===== config.mk =====
export PLATFORM = sky130hd
export DESIGN_NAME = module_mgmt_ctrl
export DESIGN_NICKNAME = d
export VERILOG_FILES = /design/src/rtl/module_mgmt_pkg.sv /design/src/rtl/module_mgmt_ctrl.sv
export SDC_FILE = /design/constraint.sdc
export NUM_CORES = 1
export LEC_CHECK = 0
export CORE_MARGIN = 2
export CORE_UTILIZATION = 45
export CTS_BUF_LIST = sky130_fd_sc_hd__clkbuf_16
export CTS_CLUSTER_SIZE = 12
export DETAILED_ROUTE_END_ITERATION = 16
export DONT_BUFFER_PORTS = 1
export GPL_TIMING_DRIVEN = 0
export PLACE_DENSITY = 0.64
export SLEW_MARGIN = 0
export SYNTH_ARGS = -nofsm -noshare
export SYNTH_HDL_FRONTEND = slang
export SYNTH_SLANG_ARGS = --single-unit

===== constraint.sdc =====
create_clock -name clock -period 3.7 [get_ports clock]
set_clock_uncertainty 0.15 [all_clocks]
set_input_delay 0.185 -clock clock [delete_from_list [all_inputs] [get_ports clock]]
set_output_delay 0.185 -clock clock [all_outputs]
set_load 0.005 [all_outputs]

===== src/rtl/module_mgmt_pkg.sv =====
// Constants, types and timing counts for the module management controller
package module_mgmt_pkg;
    // Clock rate and timing figures
    localparam int CLK_KHZ = 250000;
    localparam int T_INIT_MS = 2000;
    localparam int INIT_CYCLES_DEF = T_INIT_MS * CLK_KHZ;
    localparam int T_RESET_MIN_US = 2;
    localparam int RESET_MIN_CYCLES = (T_RESET_MIN_US * CLK_KHZ + 999) / 1000;
    // 2-wire bus identity; both values arbitrary
    localparam logic [6:0] DEV_ADDR = 7'h50;
    localparam logic [7:0] ID_VALUE = 8'h5a;
    // 2-wire byte map
    localparam logic [7:0] BYTE_ID = 8'h00;
    localparam logic [7:0] BYTE_STATUS = 8'h02;
    localparam logic [7:0] BYTE_FLAG_FIRST = 8'h03;
    localparam logic [7:0] BYTE_FLAG_LAST = 8'h05;
    localparam logic [7:0] BYTE_CTRL = 8'h5d;
    localparam logic [7:0] BYTE_MASK_FIRST = 8'h64;
    localparam logic [7:0] BYTE_MASK_LAST = 8'h6a;
    // Field positions and reset values
    localparam int NOT_READY_BIT = 0;
    localparam int CTRL_OVERRIDE_BIT = 0;
    localparam int CTRL_SET_BIT = 1;
    localparam logic [7:0] CTRL_RESET = 8'h00;
    localparam logic [7:0] MASK_RESET = 8'h00;
    // APB register offsets
    localparam logic [7:0] ADDR_STATUS = 8'h00;
    localparam logic [7:0] ADDR_COND = 8'h04;
    localparam logic [7:0] ADDR_FLAGS = 8'h08;
    localparam logic [7:0] ADDR_MASKS = 8'h0c;
    // Life-cycle phases
    typedef enum logic [1:0] {
        PH_RESET = 2'b00,
        PH_INIT = 2'b01,
        PH_READY = 2'b10
    } phase_t;
    // 2-wire slave states
    typedef enum logic [2:0] {
        S_IDLE = 3'b000,
        S_ADDR = 3'b001,
        S_PTR = 3'b010,
        S_WR = 3'b011,
        S_RD = 3'b100,
        S_ACK = 3'b101,
        S_RD_ACK = 3'b110
    } ser_state_t;
endpackage


===== src/rtl/module_mgmt_ctrl.sv =====
// Management controller: init, reset pin, flags, masks, interrupt pin and 2-wire slave
//
// Added by the designer: the register offsets and the APB register port.
`timescale 1ns/10ps
module module_mgmt_ctrl #(
    parameter int INIT_CYCLES = module_mgmt_pkg::INIT_CYCLES_DEF
) (
    input wire logic clock,
    input wire logic rstn,
    input wire logic psel,
    input wire logic penable,
    input wire logic pwrite,
    input wire logic [7:0] paddr,
    input wire logic [31:0] pwdata,
    output logic [31:0] prdata,
    output logic pready,
    output logic pslverr,
    input wire logic moduleResetN,
    input wire logic moduleSelectN,
    input wire logic lowPowerPin,
    input wire logic sclIn,
    input wire logic sdaIn,
    output logic sdaOut,
    output logic sdaOe,
    output logic irqOutN,
    output logic lowPowerState,
    output logic moduleReady
);
    // Whole state of the block
    typedef struct packed {
        logic [1:0] rstSync;
        logic [1:0] selSync;
        logic [1:0] lpSync;
        logic [1:0] sclSync;
        logic [1:0] sdaSync;
        logic sclPrev;
        logic sdaPrev;
        module_mgmt_pkg::phase_t phase;
        logic [9:0] lowCnt;
        logic [31:0] initCnt;
        logic dataNotReady;
        logic readyEvt;
        logic [2:0][7:0] cond;
        logic [2:0][7:0] flags;
        logic [6:0][7:0] masks;
        logic [6:0][7:0] maskShadow;
        logic [7:0] ctrl;
        logic [7:0] ctrlShadow;
        module_mgmt_pkg::ser_state_t ser;
        module_mgmt_pkg::ser_state_t ackNext;
        logic [2:0] bitCnt;
        logic [7:0] shift;
        logic [7:0] ptr;
        logic ackOn;
        logic nack;
        logic [3:0] readHit;
        logic pendCommit;
        logic sdaOe;
        logic irqOutN;
        logic lowPowerState;
        logic moduleReady;
        logic [31:0] prdata;
        logic pready;
        logic pslverr;
    } state_t;
    state_t st;
    state_t next_st;
    logic sclRise;
    logic sclFall;
    logic startCond;
    logic stopCond;
    logic resetHit;
    logic commitNow;
    logic serActive;
    logic [7:0] rxByte;
    // Byte seen by the host at a 2-wire address
    function automatic logic [7:0] readByte(input state_t s, input logic [7:0] a);
        logic [7:0] value;
        value = 8'h00;
        if (a == module_mgmt_pkg::BYTE_ID) begin
            value = module_mgmt_pkg::ID_VALUE;
        end else if (a == module_mgmt_pkg::BYTE_STATUS) begin
            value[module_mgmt_pkg::NOT_READY_BIT] = s.dataNotReady;
        end else if (a >= module_mgmt_pkg::BYTE_FLAG_FIRST && a <= module_mgmt_pkg::BYTE_FLAG_LAST) begin
            value = s.flags[2'(a - module_mgmt_pkg::BYTE_FLAG_FIRST)];
        end else if (a == module_mgmt_pkg::BYTE_CTRL) begin
            value = s.ctrl;
        end else if (a >= module_mgmt_pkg::BYTE_MASK_FIRST && a <= module_mgmt_pkg::BYTE_MASK_LAST) begin
            value = s.masks[3'(a - module_mgmt_pkg::BYTE_MASK_FIRST)];
        end
        return value;
    endfunction
    // Edge and condition detection on the synchronised bus lines
    assign sclRise = st.sclSync[1] & ~st.sclPrev;
    assign sclFall = ~st.sclSync[1] & st.sclPrev;
    assign startCond = st.sclSync[1] & st.sclPrev & st.sdaPrev & ~st.sdaSync[1];
    assign stopCond = st.sclSync[1] & st.sclPrev & ~st.sdaPrev & st.sdaSync[1];
    assign resetHit = ~st.rstSync[1] && st.lowCnt == 10'(module_mgmt_pkg::RESET_MIN_CYCLES);
    assign commitNow = st.pendCommit & sclFall;
    assign serActive = ~st.selSync[1] && st.phase != module_mgmt_pkg::PH_RESET;
    assign rxByte = {st.shift[6:0], st.sdaSync[1]};
    // Next-state logic
    always_comb begin
        next_st = st;
        next_st.rstSync = {st.rstSync[0], moduleResetN};
        next_st.selSync = {st.selSync[0], moduleSelectN};
        next_st.lpSync = {st.lpSync[0], lowPowerPin};
        next_st.sclSync = {st.sclSync[0], sclIn};
        next_st.sdaSync = {st.sdaSync[0], sdaIn};
        next_st.sclPrev = st.sclSync[1];
        next_st.sdaPrev = st.sdaSync[1];
        // Low time of the reset pin
        if (st.rstSync[1]) begin
            next_st.lowCnt = 10'h0;
        end else if (st.lowCnt != 10'(module_mgmt_pkg::RESET_MIN_CYCLES)) begin
            next_st.lowCnt = st.lowCnt + 10'h1;
        end
        // Committed effects of the last transaction, then new events (set wins)
        if (commitNow) begin
            next_st.masks = st.maskShadow;
            next_st.ctrl = st.ctrlShadow;
            next_st.pendCommit = 1'b0;
            next_st.readHit = 4'h0;
            next_st.readyEvt = st.readyEvt & ~st.readHit[0];
            for (int i = 0; i < 3; i++) begin
                next_st.flags[i] = st.readHit[i + 1] ? 8'h00 : st.flags[i];
            end
        end
        if (st.phase != module_mgmt_pkg::PH_RESET) begin
            next_st.flags = next_st.flags | st.cond;
        end
        // Life-cycle phases
        case (st.phase)
            module_mgmt_pkg::PH_RESET: begin
                if (st.rstSync[1]) begin
                    next_st.phase = module_mgmt_pkg::PH_INIT;
                    next_st.initCnt = 32'h0;
                end
            end
            module_mgmt_pkg::PH_INIT: begin
                next_st.initCnt = st.initCnt + 32'h1;
                if (st.initCnt == INIT_CYCLES - 1) begin
                    next_st.phase = module_mgmt_pkg::PH_READY;
                    next_st.dataNotReady = 1'b0;
                    next_st.readyEvt = 1'b1;
                end
            end
            default: begin
            end
        endcase
        // 2-wire slave
        if (!serActive) begin
            next_st.ser = module_mgmt_pkg::S_IDLE;
            next_st.sdaOe = 1'b0;
            next_st.ackOn = 1'b0;
        end else if (startCond) begin
            next_st.ser = module_mgmt_pkg::S_ADDR;
            next_st.bitCnt = 3'h0;
            next_st.sdaOe = 1'b0;
            next_st.ackOn = 1'b0;
        end else if (stopCond) begin
            next_st.ser = module_mgmt_pkg::S_IDLE;
            next_st.sdaOe = 1'b0;
            next_st.pendCommit = 1'b1;
        end else begin
            case (st.ser)
                module_mgmt_pkg::S_ADDR, module_mgmt_pkg::S_PTR, module_mgmt_pkg::S_WR: begin
                    if (sclRise) begin
                        next_st.shift = rxByte;
                        next_st.bitCnt = st.bitCnt + 3'h1;
                        if (st.bitCnt == 3'h7) begin
                            next_st.ser = module_mgmt_pkg::S_ACK;
                            next_st.ackOn = 1'b0;
                            if (st.ser == module_mgmt_pkg::S_ADDR) begin
                                if (rxByte[7:1] != module_mgmt_pkg::DEV_ADDR) begin
                                    next_st.ser = module_mgmt_pkg::S_IDLE;
                                end
                                next_st.ackNext = rxByte[0] ? module_mgmt_pkg::S_RD : module_mgmt_pkg::S_PTR;
                            end else if (st.ser == module_mgmt_pkg::S_PTR) begin
                                next_st.ptr = rxByte;
                                next_st.ackNext = module_mgmt_pkg::S_WR;
                            end else begin
                                next_st.ptr = st.ptr + 8'h1;
                                next_st.ackNext = module_mgmt_pkg::S_WR;
                                if (st.ptr == module_mgmt_pkg::BYTE_CTRL) begin
                                    next_st.ctrlShadow = rxByte;
                                end else if (st.ptr >= module_mgmt_pkg::BYTE_MASK_FIRST &&
                                             st.ptr <= module_mgmt_pkg::BYTE_MASK_LAST) begin
                                    next_st.maskShadow[3'(st.ptr - module_mgmt_pkg::BYTE_MASK_FIRST)] = rxByte;
                                end
                            end
                        end
                    end
                end
                module_mgmt_pkg::S_ACK: begin
                    if (sclFall && !st.ackOn) begin
                        next_st.ackOn = 1'b1;
                        next_st.sdaOe = 1'b1;
                    end else if (sclFall) begin
                        next_st.ackOn = 1'b0;
                        next_st.sdaOe = 1'b0;
                        next_st.bitCnt = 3'h0;
                        next_st.ser = st.ackNext;
                        if (st.ackNext == module_mgmt_pkg::S_RD) begin
                            next_st.shift = readByte(st, st.ptr);
                            next_st.sdaOe = ~next_st.shift[7];
                        end
                    end
                end
                module_mgmt_pkg::S_RD: begin
                    if (sclRise) begin
                        next_st.bitCnt = st.bitCnt + 3'h1;
                        if (st.bitCnt == 3'h7) begin
                            next_st.ser = module_mgmt_pkg::S_RD_ACK;
                            next_st.ackOn = 1'b0;
                            next_st.ptr = st.ptr + 8'h1;
                            if (st.ptr >= module_mgmt_pkg::BYTE_STATUS && st.ptr <= module_mgmt_pkg::BYTE_FLAG_LAST) begin
                                next_st.readHit[2'(st.ptr - module_mgmt_pkg::BYTE_STATUS)] = 1'b1;
                            end
                        end
                    end else if (sclFall) begin
                        next_st.shift = {st.shift[6:0], 1'b0};
                        next_st.sdaOe = ~st.shift[6];
                    end
                end
                module_mgmt_pkg::S_RD_ACK: begin
                    if (sclFall && !st.ackOn) begin
                        next_st.sdaOe = 1'b0;
                        next_st.ackOn = 1'b1;
                    end else if (sclRise) begin
                        next_st.nack = st.sdaSync[1];
                    end else if (sclFall) begin
                        next_st.ackOn = 1'b0;
                        next_st.bitCnt = 3'h0;
                        if (st.nack) begin
                            next_st.ser = module_mgmt_pkg::S_IDLE;
                        end else begin
                            next_st.ser = module_mgmt_pkg::S_RD;
                            next_st.shift = readByte(st, st.ptr);
                            next_st.sdaOe = ~next_st.shift[7];
                        end
                    end
                end
                default: begin
                end
            endcase
        end
        // A recognised pin reset restarts the module from scratch
        if (resetHit) begin
            next_st.phase = module_mgmt_pkg::PH_RESET;
            next_st.dataNotReady = 1'b1;
            next_st.readyEvt = 1'b0;
            next_st.flags = '0;
            next_st.masks = {7{module_mgmt_pkg::MASK_RESET}};
            next_st.maskShadow = {7{module_mgmt_pkg::MASK_RESET}};
            next_st.ctrl = module_mgmt_pkg::CTRL_RESET;
            next_st.ctrlShadow = module_mgmt_pkg::CTRL_RESET;
            next_st.pendCommit = 1'b0;
            next_st.readHit = 4'h0;
        end
        // Pins derived from state
        next_st.irqOutN = ~(st.readyEvt | (|(st.flags & ~st.masks[2:0])));
        next_st.lowPowerState = st.lpSync[1] | st.ctrl[module_mgmt_pkg::CTRL_OVERRIDE_BIT] |
                                st.ctrl[module_mgmt_pkg::CTRL_SET_BIT];
        next_st.moduleReady = st.phase == module_mgmt_pkg::PH_READY;
        // APB slave: answer in the first access cycle
        next_st.pready = 1'b0;
        next_st.pslverr = 1'b0;
        next_st.prdata = 32'h0;
        if (psel && !penable) begin
            next_st.pready = 1'b1;
            if (paddr == module_mgmt_pkg::ADDR_STATUS) begin
                next_st.prdata = {26'h0, st.lowPowerState, ~st.irqOutN, st.phase, st.readyEvt, st.dataNotReady};
            end else if (paddr == module_mgmt_pkg::ADDR_COND) begin
                next_st.prdata = {8'h00, st.cond};
            end else if (paddr == module_mgmt_pkg::ADDR_FLAGS) begin
                next_st.prdata = {8'h00, st.flags};
            end else if (paddr == module_mgmt_pkg::ADDR_MASKS) begin
                next_st.prdata = st.masks[3:0];
            end else begin
                next_st.pslverr = 1'b1;
            end
        end
        if (psel && penable && st.pready && pwrite && paddr == module_mgmt_pkg::ADDR_COND) begin
            next_st.cond = pwdata[23:0];
        end
    end
    // State register
    always_ff @(posedge clock or negedge rstn) begin
        if (!rstn) begin
            st <= '0;
            st.rstSync <= 2'h3;
            st.selSync <= 2'h3;
            st.sclSync <= 2'h3;
            st.sdaSync <= 2'h3;
            st.sclPrev <= 1'b1;
            st.sdaPrev <= 1'b1;
            st.phase <= module_mgmt_pkg::PH_INIT;
            st.dataNotReady <= 1'b1;
            st.irqOutN <= 1'b1;
        end else begin
            st <= next_st;
        end
    end
    // Outputs straight from the state register; sdaOut tied low
    assign prdata = st.prdata;
    assign pready = st.pready;
    assign pslverr = st.pslverr;
    assign sdaOut = 1'b0;
    assign sdaOe = st.sdaOe;
    assign irqOutN = st.irqOutN;
    assign lowPowerState = st.lowPowerState;
    assign moduleReady = st.moduleReady;
endmodule


## After elaboration in Yosys (flattened, before gate mapping)

Index checks and enable logic that the tools add are counted.

| storage, ports and cells | value |
|---|---|
| bits in writable memories | 0 |
| bits of input ports | 50 |
| word-level logic and storage cells | 364 |
| register bits after elaboration | 304 |
| output and inout bits | 39 |
| memories kept | 0 |
| memory bits (read-only) | 0 |
| latch bits | 0 |

| cells by class | value |
|---|---|
| reductions and logical operators | 49 |
| magnitude comparators | 10 |
| bitwise gates (word level) | 31 |
| shift-type cells | 0 |
| equality and inequality tests | 73 |
| muxes and demuxes | 144 |
| $mul | 0 |
| add/subtract/negate cells | 7 |
| div/mod/pow operators | 0 |

Operators by type and width:

| kind | number |
|---|---|
| 56-bit 2-to-1 mux | 10 |
| 8-bit 2-to-1 mux | 39 |
| 32-bit 2-to-1 mux | 5 |
| 152-bit 2-to-1 mux | 1 |
| 80-bit 2-to-1 mux | 1 |
| 34-bit 2-to-1 mux | 2 |
| 32-bit one-hot mux with 2 select lines | 1 |
| 5-bit inequality test (second input constant) | 12 |
| 56-bit bitwise mux | 1 |
| 11-bit 2-to-1 mux | 5 |
| 3-bit 2-to-1 mux | 17 |
| 11-bit one-hot mux with 4 select lines | 1 |
| 2-bit inequality test (second input constant) | 19 |
| 32-bit by 1-bit adder with 32-bit output (second input constant) | 1 |
| 32-bit by 29-bit == test with 1-bit output (second input constant) | 1 |
| 3-bit inequality test (second input constant) | 10 |
| 10-bit AND reduction | 3 |
| 1-bit 2-to-1 mux | 29 |
| 9-bit 2-to-1 mux | 3 |
| 2-bit nonzero test | 13 |
| 25-bit 2-to-1 mux | 1 |
| 24-bit bitwise AND | 1 |
| 8-bit binary-select mux with 3-bit select | 1 |
| 8-bit demux with 3-bit select | 1 |
| other kinds (66) | 136 |

## Logic depth before layout (Yosys ltp)

| depth | value |
|---|---|
| depth in word-level cells | 25 |
| mapped depth | 11 |
| mapped depth without buffers | 8 |

## Worst setup path before layout

No wires, ideal clock.

| timing | value |
|---|---|
| path kind | reg-to-reg |
| start | reg st (netlist bit next_st[293]) |
| end | reg st (netlist bit rxByte[2]) |
| setup time | 0.129 ns |
| data arrival time | 2.422 ns |
| path slack | 0.999 ns |
| cell stages (with the launch flop) | 12 |
| period minus slack after synthesis | 2.701 ns |
| path buffers | 3 |
| data required time | 3.421 ns |
| cell sequence | dfstp_2 > buf_4 > nand2b_1 > inv_1 > ha_1 > clkbuf_1 > a21oi_1 > o21ai_0 > a221oi_1 > buf_2 > mux2i_1 > o31ai_1 |

| on the way | value |
|---|---|
| cells in the longest elaborated chain, start to end | 5 |
| elaborated cells on any way between the ends | 20 |
| classes of those cells | 8 x eq/ne; 10 x bitwise; 2 x reduce/logical |

RTL lines:

| element | line | source |
|---|---|---|
| from (decl) | module_mgmt_ctrl.sv:66 | `state_t st;` |
| from (signal assigned) | module_mgmt_ctrl.sv:302 | `st <= next_st;` |
| 1-bit NOT / 1-bit bitwise AND (equally long branches) | module_mgmt_ctrl.sv:95, module_mgmt_ctrl.sv:96, module_mgmt_ctrl.sv:97 |  |
| 1-bit bitwise AND (on tied branches) | module_mgmt_ctrl.sv:95, module_mgmt_ctrl.sv:96, module_mgmt_ctrl.sv:97 |  |
| 1-bit logical AND, or another cell as far along | module_mgmt_ctrl.sv:196, module_mgmt_ctrl.sv:227 |  |
| 2-bit inequality test (no line) / 1-bit NOT (equally long branches) | - |  |
| 14-bit AND reduction (no line) (*) | - |  |

Every way passes the cells marked *; elsewhere a longest branch is shown, timed or not.
A chain may end at the register's enable or synchronous reset.

## Worst setup path in the final report

| timing | value |
|---|---|
| start | reg st[46] in the netlist's numbering |
| end | reg st (netlist bit rxByte[7]) |

| on the way | value |
|---|---|
| cells in the longest elaborated chain, start to end | 21 |
| elaborated cells on any way between the ends | 43 |
| classes of those cells | 2 x add/sub; 4 x order compare; 2 x eq/ne; 32 x mux; 3 x reduce/logical |

RTL lines:

| element | line | source |
|---|---|---|
| 3-bit subtractor | module_mgmt_ctrl.sv:89 | `value = s.masks[3'(a - module_mgmt_pkg::BYTE_MASK_FIRST)];` |
| 8-bit binary-select mux with 3-bit select | module_mgmt_ctrl.sv:89 |  |
| 8-bit 2-to-1 mux (not written as such) | module_mgmt_ctrl.sv:89 |  |
| 8-bit 2-to-1 mux | module_mgmt_ctrl.sv:88 | `end else if (a >= module_mgmt_pkg::BYTE_MASK_FIRST && a <= module_mgmt_pkg::BYTE_MASK_LAST) begin` |
| 8-bit 2-to-1 mux | module_mgmt_ctrl.sv:86 | `end else if (a == module_mgmt_pkg::BYTE_CTRL) begin` |
| 8-bit 2-to-1 mux | module_mgmt_ctrl.sv:84 | `end else if (a >= module_mgmt_pkg::BYTE_FLAG_FIRST && a <= module_mgmt_pkg::BYTE_FLAG_LAST) begin` |
| 7-bit 2-to-1 mux | module_mgmt_ctrl.sv:82 | `end else if (a == module_mgmt_pkg::BYTE_STATUS) begin` |
| 8-bit 2-to-1 mux (*) | module_mgmt_ctrl.sv:80 | `if (a == module_mgmt_pkg::BYTE_ID) begin` |
| [... 5 more ...] | - |  |
| 8-bit 2-to-1 mux | module_mgmt_ctrl.sv:161 | `end else if (stopCond) begin` |
| 8-bit 2-to-1 mux | module_mgmt_ctrl.sv:156 | `end else if (startCond) begin` |
| 8-bit 2-to-1 mux | module_mgmt_ctrl.sv:152 | `if (!serActive) begin` |
| 8-bit 2-to-1 mux | module_mgmt_ctrl.sv:235 | `if (st.nack) begin` |
| 11-bit 2-to-1 mux | module_mgmt_ctrl.sv:232 | `end else if (sclFall) begin` |
| 11-bit 2-to-1 mux | module_mgmt_ctrl.sv:230 | `end else if (sclRise) begin` |
| 11-bit 2-to-1 mux | module_mgmt_ctrl.sv:227 | `if (sclFall && !st.ackOn) begin` |
| 11-bit one-hot mux with 4 select lines (*) | module_mgmt_ctrl.sv:166 | `case (st.ser)` |

Every way passes the cells marked *; elsewhere a longest branch is shown, timed or not. The select of a mux whose other input is x is not followed.

==> results by group <==
Logic synthesis
  • EDFF count, synth: 0
  • Main synth FF type: dfrtp_1
  • Top-count cell post-synth: dfrtp_1
  • Most instantiated cells after synthesis: 290 x dfrtp_1, 229 x nand2_1, 105 x a21oi_1
  • Mapped Nets: 1,561
  • Synth Warn #: 0
  • Synth cell types: 80
  • Mapped Area: 0.0151 sq mm
  • Syn_area_per_cell: 10.0 sq um
  • Post-synthesis sequential area ratio: 0.504
  • Yosys reg bits: 303
  • Asr flop ratio synth: 1.00
  • Synth top area cells: dfrtp_1 48%, mux2i_1 6.2%, nand2_1 5.7%, a21oi_1 3.5%, mux2_2 2.8%
  • Post-Syn Instances: 1,501
  • Synth area leader: dfrtp_1
  • Post-synth top area share: 0.481

Floorplan
  • Die area: 0.0350 sq mm
  • Row Count: 67
  • Chip Height: 187 um
  • Core area: 0.0333 sq mm
  • Number of I/O pins: 89
  • Chip width: 187 um
  • Initial Util: 0.453

Setup path
  • Slowest CP cell: a211oi_1
  • Worst EP required: 3.91 ns
  • Slowest stage delay, CP: 0.63 ns
  • WP buf/inv: 3
  • CP top delay family: buffers and inverters
  • Kind of critical path: reg -> reg
  • Startpoint Class: register
  • Critical path peak fanout: 11
  • Crit path arrival time: 3.75 ns
  • Crit path cell chain: buf_2 > inv_1 > clkbuf_1 > ha_1 > nor3b_1 > nor3_2 > nand2_1 > a211oi_1 > o311ai_1
  • Element type at the critical path end: register

Timing
  • Final setup vio count: 0
  • Min cycle time layout: 3.53 ns
  • Post-route setup slack: 0.166 ns
  • Sum Neg Setup Slack: 0 ns
  • Max-slew violations: 0
  • Relative slew margins: 0.261
  • Worst Tran Pin Value: 1.11 ns
  • Final period util: 0.955
  • Hold slack final: -0.776 ns
  • Final hold viol count: 303
  • Fmax achieved: 283 MHz
  • RSZ-0062 raised after global routing: no

Layout
  • Fillcell total: 2,999
  • Area of the multi-input gates: 0.00666 sq mm
  • Final Util: 0.513
  • Area grow syn2layout: 13.2%
  • Inserted Diodes: 0
  • Layout cells sized above 1: 0.147
  • Design Area, Final: 0.0171 sq mm
  • Area occupied by registers: 0.00760 sq mm
  • Nets: 1,636

Pwr
  • VDD IR max: 294 uV
  • PD cells: 412 mW/mm^2
  • P_leak: 7.55 nW

Route
  • Final ANT Viol Nets: 0
  • Initial DRC count: 1,064
  • M1 WL: 18,300 um
  • # DRC: 0
  • Final wirelength: 41,200 um
  • Drt first pass iters: 5
  • Routed length per instance: 20.1 um
  • Via count: 11.6k
  • Vias/cell: 5.67
  • Met3 WL: 2750 um
  • Uppermost layer routed: met4
  • Met2 wire length: 19,000 um

Clock tree
  • CTS Root Cell: clkbuf_16
  • Clk slew on worst S/H paths: 0.05 ns
  • H-Tree Depth: 2
  • CTS tree: built
  • Setup Fix Bufs, Post-CTS: 0
  • Clock Path Buffers: 3
  • Clk Latency, worst-skew pair: 0.53 ns
  • Clk sinks: 303
  • Num CTS Buffers: 35
  • CTS Hold Bufs: 38

Run status
  • Outcome: finished with violations
  • Failing checks: negative hold slack

GRT
  • Total global-route track usage: 0.237
  • Vias in the first global route: 11.6k
  • Grt ovf: 0
  • Largest net degree at the start of global routing: 304
  • Global-route wire length before repair: 66,200 um
  • Antenna violations before repair: 0

Placed design
  • DPL Wire Length: 28,700 um
  • Placed cell area: 0.0156 sq mm
  • Port bufs: 0
  • Post-place setup slack: 0.200 ns
  • Routability congestion estimate: 0.934

Flow run
  • Max-cap violations: 0

Hold path
  • Min-Delay Path Class: in -> async
==> layout make-up <==
| type | instances | area share |
|---|---|---|
| clock buffer | 36 | 0.0527 |
| inverter | 44 | 0.00989 |
| buffer | 132 | 0.0388 |
| tap | 448 | 0.0328 |
| multi-input combinational | 1022 | 0.390 |
| sequential | 303 | 0.445 |
| timing repair buffer | 38 | 0.0223 |
| clock inverter | 28 | 0.00894 |
==> metal layers <==
metal | track usage | vias to the layer above
met5 | 0 | -
met4 | 0.0766 | 0
met3 | 0.0426 | 80
met2 | 0.375 | 404
met1 | 0.332 | 5731
li1 | - | 5423
==> cells in the final DEF, fill, tap and decap left out, types with 6 or more instances in the layout <==
cell type / Yosys / routed
dfrtp_1: 290 / 290
nand2_1: 229 / 229
a21oi_1: 105 / 105
mux2i_1: 94 / 94
nor2_1: 92 / 92
clkbuf_1: 58 / 58
inv_1: 43 / 53
nor2_2: 48 / 48
o21ai_0: 40 / 40
mux2_2: 38 / 38
dlygate4sd3_1: 0 / 38
nand3_1: 37 / 37
clkbuf_16: 0 / 36
buf_4: 34 / 34
buf_2: 31 / 31
a22oi_1: 27 / 27
nand2b_1: 26 / 26
a22o_1: 20 / 20
and2_1: 18 / 18
o311ai_0: 17 / 17
nor2b_1: 16 / 16
nor3_1: 14 / 14
a221oi_1: 14 / 14
dfstp_2: 13 / 13
clkinv_1: 1 / 12
nand4_1: 11 / 11
o31ai_1: 10 / 10
mux4_2: 10 / 10
o22ai_1: 10 / 10
ha_1: 10 / 10
buf_1: 9 / 9
a211oi_1: 9 / 9
nor4_1: 8 / 8
a31oi_1: 7 / 7
nor4_4: 7 / 7
and3_1: 7 / 7
o211ai_1: 7 / 7
a2bb2oi_1: 7 / 7
or3_1: 6 / 6
==> state kept, by name (all words and copies together) (netlist names) <==
name and cells:
sdaOe 1, pslverr 1, rxByte 7, next_st 7
pready 1, st 251, prdata 32, moduleReady 1
lowPowerState 1, irqOutN 1
==> power by group <==
group	switching, mW	total [mW]	internal, mW
Clock	1.35	3.18	1.83
Sequential	0.0931	3.49	3.40
Combinational	0.190	0.358	0.168
==> through the flow <==
step / std cells / hold slack [ns] / power, mW
detailed placement: 1949 / -0.251 / 3.88
finish: 2051 / -0.776 / 7.03
global route: 2051 / -0.802 / 7.30
CTS: 2051 / -0.803 / 7.10
global placement: 1949 / -0.250 / 3.87
floorplan: 1501 / -0.261 / 3.78
==> repair_timing <==
action                                  CTS  global route
hold endpoints to repair                338           303
gates resized for setup                   0             2
endpoints found under the setup margin    0             1
==> final timing paths <==
check	start	endpoint	slack, ns	cells past startpoint
hold / removal	rstn	st[267]	-0.78	0
max in group asynchronous	rstn	st[258]	3.27	0
setup / recovery	st[46]	rxByte[7]	0.17	9
setup reg to reg	st[46]	rxByte[7]	0.17	9
min in group clock	sclIn	next_st[297]	0.07	1
hold reg to reg	next_st[303]	st[303]	0.20	0
==> cell families (layout without fill, tap and decap cells) <==
| logic type | after synthesis | in the layout | share of synthesized area |
|---|---|---|---|
| adder cells (fa/ha/maj) | 10 | 10 | 0.00830 |
| other | 1 | 1 | 0.000249 |
| multiplexers | 143 | 143 | 0.107 |
| flip-flops | 303 | 303 | 0.504 |
| buffers and inverters | 176 | 278 | 0.0548 |
| AND/OR/NAND/NOR | 548 | 548 | 0.184 |
| XOR/XNOR | 8 | 8 | 0.00465 |
| AO/OA/AOI/OAI | 312 | 312 | 0.138 |
Note: power is estimated with default switching activity, not from simulation.
